### config.mk
export PLATFORM = sky130hd
export DESIGN_NAME = trig_ctrl
export DESIGN_NICKNAME = d
export VERILOG_FILES = /design/src/logic/trig_ctrl_pkg.sv /design/src/logic/trig_ctrl.sv
export SDC_FILE = /design/constraint.sdc
export NUM_CORES = 1
export LEC_CHECK = 0
export ABC_AREA = 1
export BUFFER_PORTS_ARGS = -buffer_cell sky130_fd_sc_hd__buf_2
export CAP_MARGIN = 20
export CORE_MARGIN = 2
export CORE_UTILIZATION = 55
export CTS_CLUSTER_DIAMETER = 30
export DETAILED_ROUTE_END_ITERATION = 10
export PLACE_DENSITY = 0.75
export SETUP_SLACK_MARGIN = 0.02
export SLEW_MARGIN = 20
export SYNTH_ARGS = -nofsm -noshare
export SYNTH_HDL_FRONTEND = slang
export SYNTH_SLANG_ARGS = --single-unit
### constraint.sdc
create_clock -name clk -period 3.3 [get_ports clk]
set_input_delay 0.33 -clock clk [delete_from_list [all_inputs] [get_ports clk]]
set_output_delay 0.33 -clock clk [all_outputs]
set_load 0.05 [all_outputs]
### src/logic/trig_ctrl_pkg.sv
/*
 package of the trigger control block: register offsets, field layout,
 reset values, timing constants and the acquisition state type.
 assumes a 25 MHz clock and a one-cycle read latency register port.
*/
package trig_ctrl_pkg;
    // ****************************************
    // clock and time base
    // ****************************************
    localparam int CLK_HZ = 25_000_000;
    localparam int TIME_BASE_US = 1;
    localparam int TICK_CYCLES = (CLK_HZ / 1_000_000) * TIME_BASE_US;
    localparam int TICK_W = 5;
    localparam logic [TICK_W-1:0] TICK_LAST = 5'(TICK_CYCLES - 1);

    // ****************************************
    // register map
    // ****************************************
    localparam int ADDR_W = 4;
    localparam int DATA_W = 32;
    localparam logic [ADDR_W-1:0] OFS_CTRL = 4'h0;
    localparam logic [ADDR_W-1:0] OFS_EXPOSURE = 4'h4;
    localparam logic [ADDR_W-1:0] OFS_PERIOD = 4'h8;
    localparam logic [ADDR_W-1:0] OFS_READOUT = 4'hc;
    localparam int TIME_W = 24;

    // ctrl field positions
    localparam int BIT_ACQ_MODE = 0;
    localparam int BIT_FRM_MODE = 1;
    localparam int BIT_PERIOD_EN = 2;
    localparam int BIT_SRC_LINE = 3;
    localparam int BIT_ACQ_EN = 4;
    localparam int CTRL_W = 5;
    // status field positions, read from the ctrl offset
    localparam int ST_POS = 8;
    localparam int ST_W = 2;
    localparam int BIT_LINE_LVL = 10;
    localparam int FCNT_POS = 16;
    localparam int FCNT_W = 16;

    // reset values
    localparam logic [CTRL_W-1:0] CTRL_RST = 5'h00;
    localparam logic [TIME_W-1:0] EXPOSURE_RST = 24'h0003e8;
    localparam logic [TIME_W-1:0] PERIOD_RST = 24'h002710;
    localparam logic [TIME_W-1:0] READOUT_RST = 24'h0003e8;
    localparam logic [TIME_W-1:0] TIME_ONE = 24'h000001;
    localparam logic [TIME_W-1:0] TIME_ZERO = 24'h000000;

    // acquisition states, gray along idle -> wait -> expose -> readout
    typedef enum logic [ST_W-1:0] {
        ST_IDLE = 2'b00,
        ST_WAIT_FRAME = 2'b01,
        ST_EXPOSE = 2'b11,
        ST_READOUT = 2'b10
    } acq_state_t;
endpackage

### src/logic/trig_ctrl.sv
/*
 acquisition trigger control: decides when frames are exposed, in free run
 or on rising edges of the general-purpose line used as input line one.
 assumes all inputs synchronous to clk except line_in, which is synchronised here.
*/
// Local design decisions: strobed register access and the address map.
`timescale 1ns/100ps
module trig_ctrl
    import trig_ctrl_pkg::*;
(
    input wire logic clk,
    input wire logic nrst,
    input wire logic [ADDR_W-1:0] addr,
    input wire logic [DATA_W-1:0] wdata,
    input wire logic wr,
    input wire logic rd,
    output logic [DATA_W-1:0] rdata,
    input wire logic line_in,
    output logic line_out,
    output logic line_oe_n,
    output logic exposing,
    output logic frame_start,
    output logic readout_active,
    output logic trig_overrun
);
    // ****************************************
    // register port
    // ****************************************
    logic [CTRL_W-1:0] ctrl_reg, ctrl_next;
    logic [TIME_W-1:0] exposure_reg, exposure_next;
    logic [TIME_W-1:0] period_reg, period_next;
    logic [TIME_W-1:0] readout_reg, readout_next;
    logic [DATA_W-1:0] rdata_reg, rdata_next;
    acq_state_t state_reg, state_next;
    logic [FCNT_W-1:0] fcnt_reg, fcnt_next;
    logic sync1_reg, sync2_reg, line_prev_reg;

    function automatic logic [TIME_W-1:0] clamp_time(input logic [DATA_W-1:0] v);
        clamp_time = (v[TIME_W-1:0] == TIME_ZERO) ? TIME_ONE : v[TIME_W-1:0];
    endfunction

    function automatic logic [TIME_W-1:0] count_down(input logic [TIME_W-1:0] t);
        count_down = t - TIME_ONE;
    endfunction

    always_comb
    begin
        ctrl_next = ctrl_reg;
        exposure_next = exposure_reg;
        period_next = period_reg;
        readout_next = readout_reg;
        rdata_next = '0;
        if (wr)
        begin
            case (addr)
                OFS_CTRL: ctrl_next = wdata[CTRL_W-1:0];
                OFS_EXPOSURE: exposure_next = clamp_time(wdata);
                OFS_PERIOD: period_next = clamp_time(wdata);
                OFS_READOUT: readout_next = clamp_time(wdata);
                default: ;
            endcase
        end
        if (rd)
        begin
            case (addr)
                OFS_CTRL:
                begin
                    rdata_next[CTRL_W-1:0] = ctrl_reg;
                    rdata_next[ST_POS +: ST_W] = state_reg;
                    rdata_next[BIT_LINE_LVL] = sync2_reg;
                    rdata_next[FCNT_POS +: FCNT_W] = fcnt_reg;
                end
                OFS_EXPOSURE: rdata_next[TIME_W-1:0] = exposure_reg;
                OFS_PERIOD: rdata_next[TIME_W-1:0] = period_reg;
                OFS_READOUT: rdata_next[TIME_W-1:0] = readout_reg;
                default: rdata_next = '0;
            endcase
        end
    end

    always_ff @(posedge clk)
    begin
        if (!nrst)
        begin
            ctrl_reg <= CTRL_RST;
            exposure_reg <= EXPOSURE_RST;
            period_reg <= PERIOD_RST;
            readout_reg <= READOUT_RST;
            rdata_reg <= '0;
        end
        else
        begin
            ctrl_reg <= ctrl_next;
            exposure_reg <= exposure_next;
            period_reg <= period_next;
            readout_reg <= readout_next;
            rdata_reg <= rdata_next;
        end
    end

    assign rdata = rdata_reg;

    // ****************************************
    // line input and edge detect
    // ****************************************
    logic src_line, line_rise;
    assign src_line = ctrl_reg[BIT_SRC_LINE];
    assign line_out = 1'b0;
    assign line_oe_n = 1'b1;

    logic sync1_next, sync2_next, line_prev_next;
    always_comb
    begin
        sync1_next = line_in;
        sync2_next = sync1_reg;
        line_prev_next = sync2_reg;
    end

    always_ff @(posedge clk)
    begin
        if (!nrst)
        begin
            sync1_reg <= 1'b0;
            sync2_reg <= 1'b0;
            line_prev_reg <= 1'b0;
        end
        else
        begin
            sync1_reg <= sync1_next;
            sync2_reg <= sync2_next;
            line_prev_reg <= line_prev_next;
        end
    end

    assign line_rise = src_line && sync2_reg && !line_prev_reg;

    // ****************************************
    // microsecond tick
    // ****************************************
    logic [TICK_W-1:0] tick_reg, tick_next;
    logic tick;
    assign tick = (tick_reg == TICK_LAST);

    always_comb
    begin
        tick_next = tick ? '0 : tick_reg + 5'(1);
    end

    always_ff @(posedge clk)
    begin
        if (!nrst)
            tick_reg <= '0;
        else
            tick_reg <= tick_next;
    end

    // ****************************************
    // acquisition sequencer
    // ****************************************
    logic [TIME_W-1:0] time_reg, time_next;   // us left in exposure or readout
    logic [TIME_W-1:0] per_reg, per_next;     // us since last frame start
    logic overrun_reg, overrun_next;
    logic fs_reg, fs_next;
    logic acq_en, acq_mode, frm_mode, per_en, internal_go, trig;
    logic per_full;

    assign acq_en = ctrl_reg[BIT_ACQ_EN];
    assign acq_mode = ctrl_reg[BIT_ACQ_MODE];
    assign frm_mode = ctrl_reg[BIT_FRM_MODE];
    assign per_en = ctrl_reg[BIT_PERIOD_EN];
    assign per_full = (per_reg == {TIME_W{1'b1}});
    // period gate: with period enable set, free run waits until the period has passed since the last start
    assign internal_go = !per_en || (per_reg >= period_reg);
    assign trig = frm_mode ? line_rise : internal_go;

    always_comb
    begin
        state_next = state_reg;
        time_next = time_reg;
        per_next = per_reg;
        fcnt_next = fcnt_reg;
        overrun_next = 1'b0;
        fs_next = 1'b0;
        if (tick && !per_full)
            per_next = per_reg + TIME_ONE;
        case (state_reg)
            ST_IDLE:
            begin
                // acquisition start mode on keeps the sequencer in idle
                if (acq_en && !acq_mode)
                    state_next = ST_WAIT_FRAME;
            end
            ST_WAIT_FRAME:
            begin
                if (!acq_en || acq_mode)
                    state_next = ST_IDLE;
                else if (trig)
                begin
                    state_next = ST_EXPOSE;
                    time_next = exposure_reg;
                    per_next = TIME_ZERO;
                    fs_next = 1'b1;
                    fcnt_next = fcnt_reg + 16'(1);
                end
            end
            ST_EXPOSE:
            begin
                if (line_rise)
                    overrun_next = 1'b1;
                if (tick)
                begin
                    if (time_reg == TIME_ZERO)
                    begin
                        state_next = ST_READOUT;
                        time_next = readout_reg;
                    end
                    else
                        time_next = count_down(time_reg);
                end
            end
            ST_READOUT:
            begin
                if (line_rise)
                    overrun_next = 1'b1;
                if (tick)
                begin
                    if (time_reg == TIME_ONE)
                        state_next = ST_WAIT_FRAME;
                    else
                        time_next = count_down(time_reg);
                end
            end
            default: state_next = ST_IDLE;
        endcase
    end

    always_ff @(posedge clk)
    begin
        if (!nrst)
        begin
            state_reg <= ST_IDLE;
            time_reg <= TIME_ZERO;
            per_reg <= TIME_ZERO;
            fcnt_reg <= '0;
            overrun_reg <= 1'b0;
            fs_reg <= 1'b0;
        end
        else
        begin
            state_reg <= state_next;
            time_reg <= time_next;
            per_reg <= per_next;
            fcnt_reg <= fcnt_next;
            overrun_reg <= overrun_next;
            fs_reg <= fs_next;
        end
    end

    assign frame_start = fs_reg;
    assign trig_overrun = overrun_reg;

    // ****************************************
    // status outputs
    // ****************************************
    logic exposing_reg, exposing_next;
    logic readout_active_reg, readout_active_next;

    always_comb
    begin
        // registered copies of the next-state decode
        exposing_next = (state_next == ST_EXPOSE);
        readout_active_next = (state_next == ST_READOUT);
    end

    always_ff @(posedge clk)
    begin
        if (!nrst)
        begin
            exposing_reg <= 1'b0;
            readout_active_reg <= 1'b0;
        end
        else
        begin
            exposing_reg <= exposing_next;
            readout_active_reg <= readout_active_next;
        end
    end

    assign exposing = exposing_reg;
    assign readout_active = readout_active_reg;
endmodule

==> results of run 1 <==
layer usage:
layer / track usage [%] / up-vias / part of all wire (%)
met5: 0 / - / 0
met4: 11.5 / 0 / 2.9
met3: 5.93 / 59 / 7.3
met2: 43.5 / 350 / 44
met1: 40.0 / 4130 / 46
li1: - / 4571 / -
report_power, final:
group	total (µW)	switching, µW	leakage, µW	internal, µW
logic	222	158	0.00293	63.7
clock network	1930	920	0.000271	1010
registers	2300	20.8	0.00151	2280
total	4450	1100	0.00471	3360
kinds of logic (layout without fill, tap and decap cells):
logic type / after synthesis / after routing / synth area share, %
DFF: 187 / 187 / 38.8
xor gates and xnor gates: 40 / 40 / 3.63
buffers and inverters: 225 / 279 / 9.58
AOI/OAI and AO/OA: 287 / 287 / 16.7
adders and majority gates: 30 / 30 / 3.89
and+or+nand+nor: 597 / 597 / 27.3
other: 2 / 2 / 0.0779
final timing paths:
| check | start | endpoint | slack [ns] |
|---|---|---|---|
| setup / recovery | per_reg[11]$_SDFF_PN0_ | time_reg[8]$_SDFFE_PN0P_ | 0.60 |
| hold / removal | line_in | sync1_reg$_SDFF_PN0_ | 0.07 |
| setup reg to reg | per_reg[11]$_SDFF_PN0_ | time_reg[8]$_SDFFE_PN0P_ | 0.60 |
| hold reg to reg | sync1_reg$_SDFF_PN0_ | line_prev_next$_SDFF_PN0_ | 0.43 |
synthesized netlist by cell type, types with 2 or more instances:
library cell / instances
nor3_4: 3
or2_0: 10
xor2_1: 33
buf_4: 3
nor3_2: 4
o221ai_1: 4
nor3b_2: 2
nand3b_1: 5
a221oi_1: 16
o21ai_0: 88
nor4_1: 15
o211ai_1: 19
xnor2_1: 7
inv_2: 7
inv_1: 159
or2_2: 2
dfxtp_1: 187
nand4_1: 15
o22ai_1: 15
ha_1: 30
conb_1: 2
a21oi_1: 131
buf_1: 4
o21ai_1: 7
clkbuf_1: 27
clkinv_1: 2
nor2_4: 2
nand3_1: 63
nor2_2: 6
nand2_1: 296
nand2_2: 4
o21bai_1: 2
buf_2: 16
nand2_4: 3
nand3_2: 2
buf_6: 6
nor3b_1: 2
nor2_1: 144
nor3_1: 18
cell type report:
type	count	area [µm²]
clock buffer	19	453
clock inverter	12	91.3
fill	1533	6630
inverter	169	637
multi-input combinational	956	4970
sequential	187	3740
tap	225	282
timing repair buffer	79	423
critical path, delay by kind of cell, from the launching register on:
kind	cells	cell delay, ns
AO/OA/AOI/OAI	3	0.39
adder cells (fa/ha/maj)	1	0.32
flip-flops	1	0.48
AND/OR/NAND/NOR	9	1.38
metrics by stage:
stage               utilization, %  hold WS [ns]  total power (µW)  area, µm²
floorplan                        -         0.390              2490       9640
global placement              58.4         0.407              2570      10100
detailed placement            58.4         0.427              2570      10100
CTS                           61.5        0.0647              4470      10600
global route                  61.5         0.103              4580      10600
finish                        61.5        0.0727              4450      10600
==> flow_summary.json, run 1 <==
{
  "die_y_um": 136,
  "path_clk_slew_ns": 0.07,
  "critPathKind": "reg2reg",
  "drv_cap": 0,
  "finalHoldViolCount": 0,
  "cts_buffers": 17,
  "hold_depth": 3,
  "die_area_um2": 18600,
  "place_congestion": 0.887,
  "largest_reg_flops": 32,
  "drive_gt1_share_pct": 10.5,
  "pre_cts_ws_ns": 0.689,
  "grt_pass1_vias": 8254,
  "crit_path_end_kind": "flop",
  "vias_per_cell": 5.53,
  "pwr_density_cell_nw_per_um2": 420,
  "final.setup.worst_slack_ns": 0.596,
  "grt_max_degree": 78,
  "clk_path_buf_depth": 2,
  "final_common_cell": "nand2_1",
  "setup.worst_path.start_class": "flop",
  "slew_headroom_pct": 48.5,
  "fin_crit_ns": 2.70,
  "fmax_ghz": 0.370,
  "drt_wl_total_um": 26200,
  "cts_htree_levels": 4,
  "slew_violations": 0,
  "root_buffer": "clkbuf_16",
  "hp-class": "in2reg",
  "avgSynthCellArea_um2": 7.05,
  "post-synth-top-area-cell": "dfxtp_1",
  "setup_viol": 0,
  "ir_worst_vdd_mv": 0.392,
  "clock_sinks": 187,
  "synth_area_leaders": "dfxtp_1 (39%), nand2_1 (12%), a21oi_1 (6.8%)",
  "nets": 1481,
  "start_util_pct": 55.9,
  "cp_slowest_cell": "dfxtp_1",
  "dp_hpwl_um": 18600,
  "core_area_um2": 17200,
  "worst_slew_pin_slew_ns": 0.772,
  "hold_buffers": 0,
  "die_x_um": 136,
  "synth_top_area_share_pct": 38.8,
  "p_leak_uw": 0.00471,
  "grt_setup_unrepaired": "no",
  "cts_tree": "built",
  "critPathMaxFanout": 35,
  "path_common_cell": "nand2_1",
  "arrival_ns": 3.03,
  "synth.distinct_cells": 46,
  "row_count": 48,
  "syn-cell-area_um2": 9640,
  "routed-via-count": 9110,
  "synth-seq-area-share_pct": 38.8,
  "cts_setup_buffers": 0,
  "fin_skew_ns": 0.0107,
  "synthToLayoutAreaGrowth_pct": 10.0,
  "ant_nets": 0,
  "worstPathRequired_ns": 3.63,
  "dp_cells": 1616,
  "synth_edf_count": 0,
  "ys_ff_latch": 187,
  "r2r_cells": 13,
  "final_cell_mix": "nand2_1 (296), dfxtp_1 (187), inv_1 (159), nor2_1 (143), a21oi_1 (131)",
  "period_share_pct": 81.9,
  "insertion_delay_ns": 0.44,
  "drt-initial-drc-count": 853,
  "route.detailed.drc": 0,
  "antenna_found_initial": 0,
  "io_buffers": 68,
  "layout.cells.non_filler": 1647,
  "synth_nets": 1439,
  "status": "finished, final reports clean",
  "async_reset_ff_share_pct": 0,
  "cpPeakStageDelay_ns": 0.48,
  "cp_cell_sequence": "ha_1, a21oi_1, o21ai_0, a21oi_1, nand2_1, nand2_1, nand2_1, nand2_2, nand2_4, nand2_4, nand2_1, nand2_1, nor2_1",
  "grt_pass1_wl_um": 42000,
  "synth_ff_type": "dfxtp_1",
  "post_cts_resized": 0,
  "wl_per_cell_um": 15.9,
  "gr-total-overflow": 0,
  "diodes": 0,
  "syn_inst": 1368,
  "io_pins": 79,
  "ys_warn_count": 0,
  "firstDrtPassIters": 6,
  "tns_ns": 0,
  "track_usage_pct": 28.8
}
No activity file was read; power rests on OpenSTA's default activity.
==> run 2, diff against run 1 <==
Settings changed: CORE_UTILIZATION 55 to 54, PLACE_DENSITY 0.75 to 0.77.
Clock period 3.3 ns to 2.21 ns, I/O delays scaled along.
==> flow_summary.json, run 2 (synthesis results as in run 1) <==
{
  "status": "finished, final reports clean",
  "use_met2_pct": 46.8,
  "gr-total-overflow": 0,
  "p_sw_uw": 1620,
  "drt-initial-drc-count": 1228,
  "arrival_ns": 2.45,
  "die_x_um": 138,
  "cpPeakStageDelay_ns": 0.35,
  "fmax_ghz": 0.480,
  "slew_headroom_pct": 53.7,
  "p_leak_uw": 0.00501,
  "place_congestion": 0.921,
  "final_common_cell": "nand2_1",
  "p_seq_share_pct": 50.4,
  "grt_max_degree": 94,
  "die_y_um": 138,
  "route.detailed.drc": 0,
  "fin_skew_ns": 0.00882,
  "antenna_found_initial": 0,
  "nets": 1527,
  "critPathKind": "reg2reg",
  "track_usage_pct": 29.7,
  "cts_buffers": 17,
  "cp_slowest_cell": "nand2_1",
  "insertion_delay_ns": 0.43,
  "regArea_um2": 3760,
  "p_comb_share_pct": 5.3,
  "finalHoldViolCount": 0,
  "netSwitchingFraction_pct": 23.7,
  "hp-class": "in2reg",
  "firstDrtPassIters": 7,
  "io_pins": 79,
  "grt_pass1_wl_um": 43900,
  "fin_crit_ns": 2.08,
  "ir_worst_vdd_mv": 0.597,
  "diodes": 0,
  "worst_slew_pin_slew_ns": 0.692,
  "period_share_pct": 94.3,
  "vias_per_cell": 5.71,
  "drive_gt1_share_pct": 16.8,
  "row_count": 48,
  "synthToLayoutAreaGrowth_pct": 18.5,
  "core_area_um2": 17400,
  "path_clk_slew_ns": 0.07,
  "grt_setup_unrepaired": "no",
  "root_buffer": "clkbuf_16",
  "crit_path_end_kind": "flop",
  "grt.met3_usage_pct": 5.74,
  "setup_viol": 0,
  "fillers": 1487,
  "wl_per_cell_um": 16.7,
  "io_buffers": 68,
  "cts_tree": "built",
  "start_util_pct": 55.5,
  "clock_sinks": 187,
  "die_area_um2": 18900,
  "clockPowerShare_pct": 44.3,
  "setup.worst_path.start_class": "flop",
  "clk_path_buf_depth": 2,
  "ant_nets": 0,
  "layout.cells.non_filler": 1694,
  "final_cell_mix": "nand2_1 (287), dfxtp_1 (175), inv_1 (151), nor2_1 (136), a21oi_1 (125)",
  "dp_cells": 1651,
  "worstPathRequired_ns": 2.57,
  "tns_ns": 0,
  "drv_cap": 0,
  "pwr_density_cell_nw_per_um2": 598,
  "drt_wl_total_um": 28300,
  "slew_violations": 0,
  "cts_htree_levels": 4,
  "grt_busiest_layer": "met2",
  "use_met1_pct": 39.9,
  "utilization_pct": 65.8,
  "largest_reg_flops": 32,
  "critPathMaxFanout": 5,
  "cp_cell_sequence": "inv_1, ha_1, inv_1, nor2_1, nand3_1, inv_1, nand2_1, nand2_8, nand2_8, nand2_1, nand2_1, nor2_1",
  "routed-via-count": 9674,
  "multi_input_area_um2": 5300,
  "grt_pass1_vias": 8789,
  "dp_hpwl_um": 19700,
  "power.internal_uw": 5210
}
[run 2: final timing paths]
check	startpoint	to	slack (ns)	depth (start not counted)
setup reg to reg	tick_reg[0]$_SDFF_PP0_	time_reg[8]$_SDFFE_PN0P_	0.13	12
hold reg to reg	fcnt_reg[15]$_SDFFE_PN0P_	rdata[31]$_SDFF_PN0_	0.47	2
hold / removal	wdata[5]	period_reg[5]$_SDFFE_PN0P_	0.09	3
setup / recovery	tick_reg[0]$_SDFF_PP0_	time_reg[8]$_SDFFE_PN0P_	0.13	12
[run 2: final cells by class]
type	count	share of cell area [%]
Multi-Input combinational cell	961	46.4
Sequential cell	187	32.9
Timing Repair Buffer	120	7.52
Inverter	169	5.64
Clock buffer	24	4.31
Tap cell	225	2.47
Clock inverter	8	0.723
[run 2: stage by stage]
step	hold slack [ns]	setup WS (ns)	power (µW)	area, µm²
after global placement	0.411	0.0917	3850	10400
after CTS	0.0763	0.0535	6820	11000
final	0.0870	0.127	6830	11400
after detailed placement	0.419	0.00420	3860	10400
after global routing	0.0998	0.0139	7020	11400
after floorplan	0.319	0.353	3720	9640
[run 2: timing repair]
item | in CTS | in global routing
endpoints found under the setup margin | 18 | 68
hold buffers | 1 | 0
resized for setup | 1 | 72
setup buffers | 0 | 4
pin swaps | 0 | 19
cloned | 0 | 6
hold endpoints to repair | 1 | 0
[run 2: power by group through the flow]
stage | clock network [µW] | registers, µW | logic [µW]
after floorplan | 0 | 3520 | 205
after global placement | 0 | 3520 | 335
after detailed placement | 0 | 3520 | 339
after CTS | 3040 | 3440 | 343
after global routing | 3180 | 3440 | 393
final | 3030 | 3440 | 360
[run 2: metal layers]
layer / share of wire (%) / wire [µm]
met5: 0 / 0
met4: 3.7 / 1050
met3: 9.2 / 2590
met2: 45 / 12700
met1: 42 / 12000
[run 2: worst max-delay path, delay by kind of cell (launching register included)]
| kind | cells | cell delay [ns] |
|---|---|---|
| AND/OR/NAND/NOR | 8 | 1.14 |
| buffers and inverters | 3 | 0.40 |
| adder cells (fa/ha/maj) | 1 | 0.13 |
| flip-flops | 1 | 0.34 |
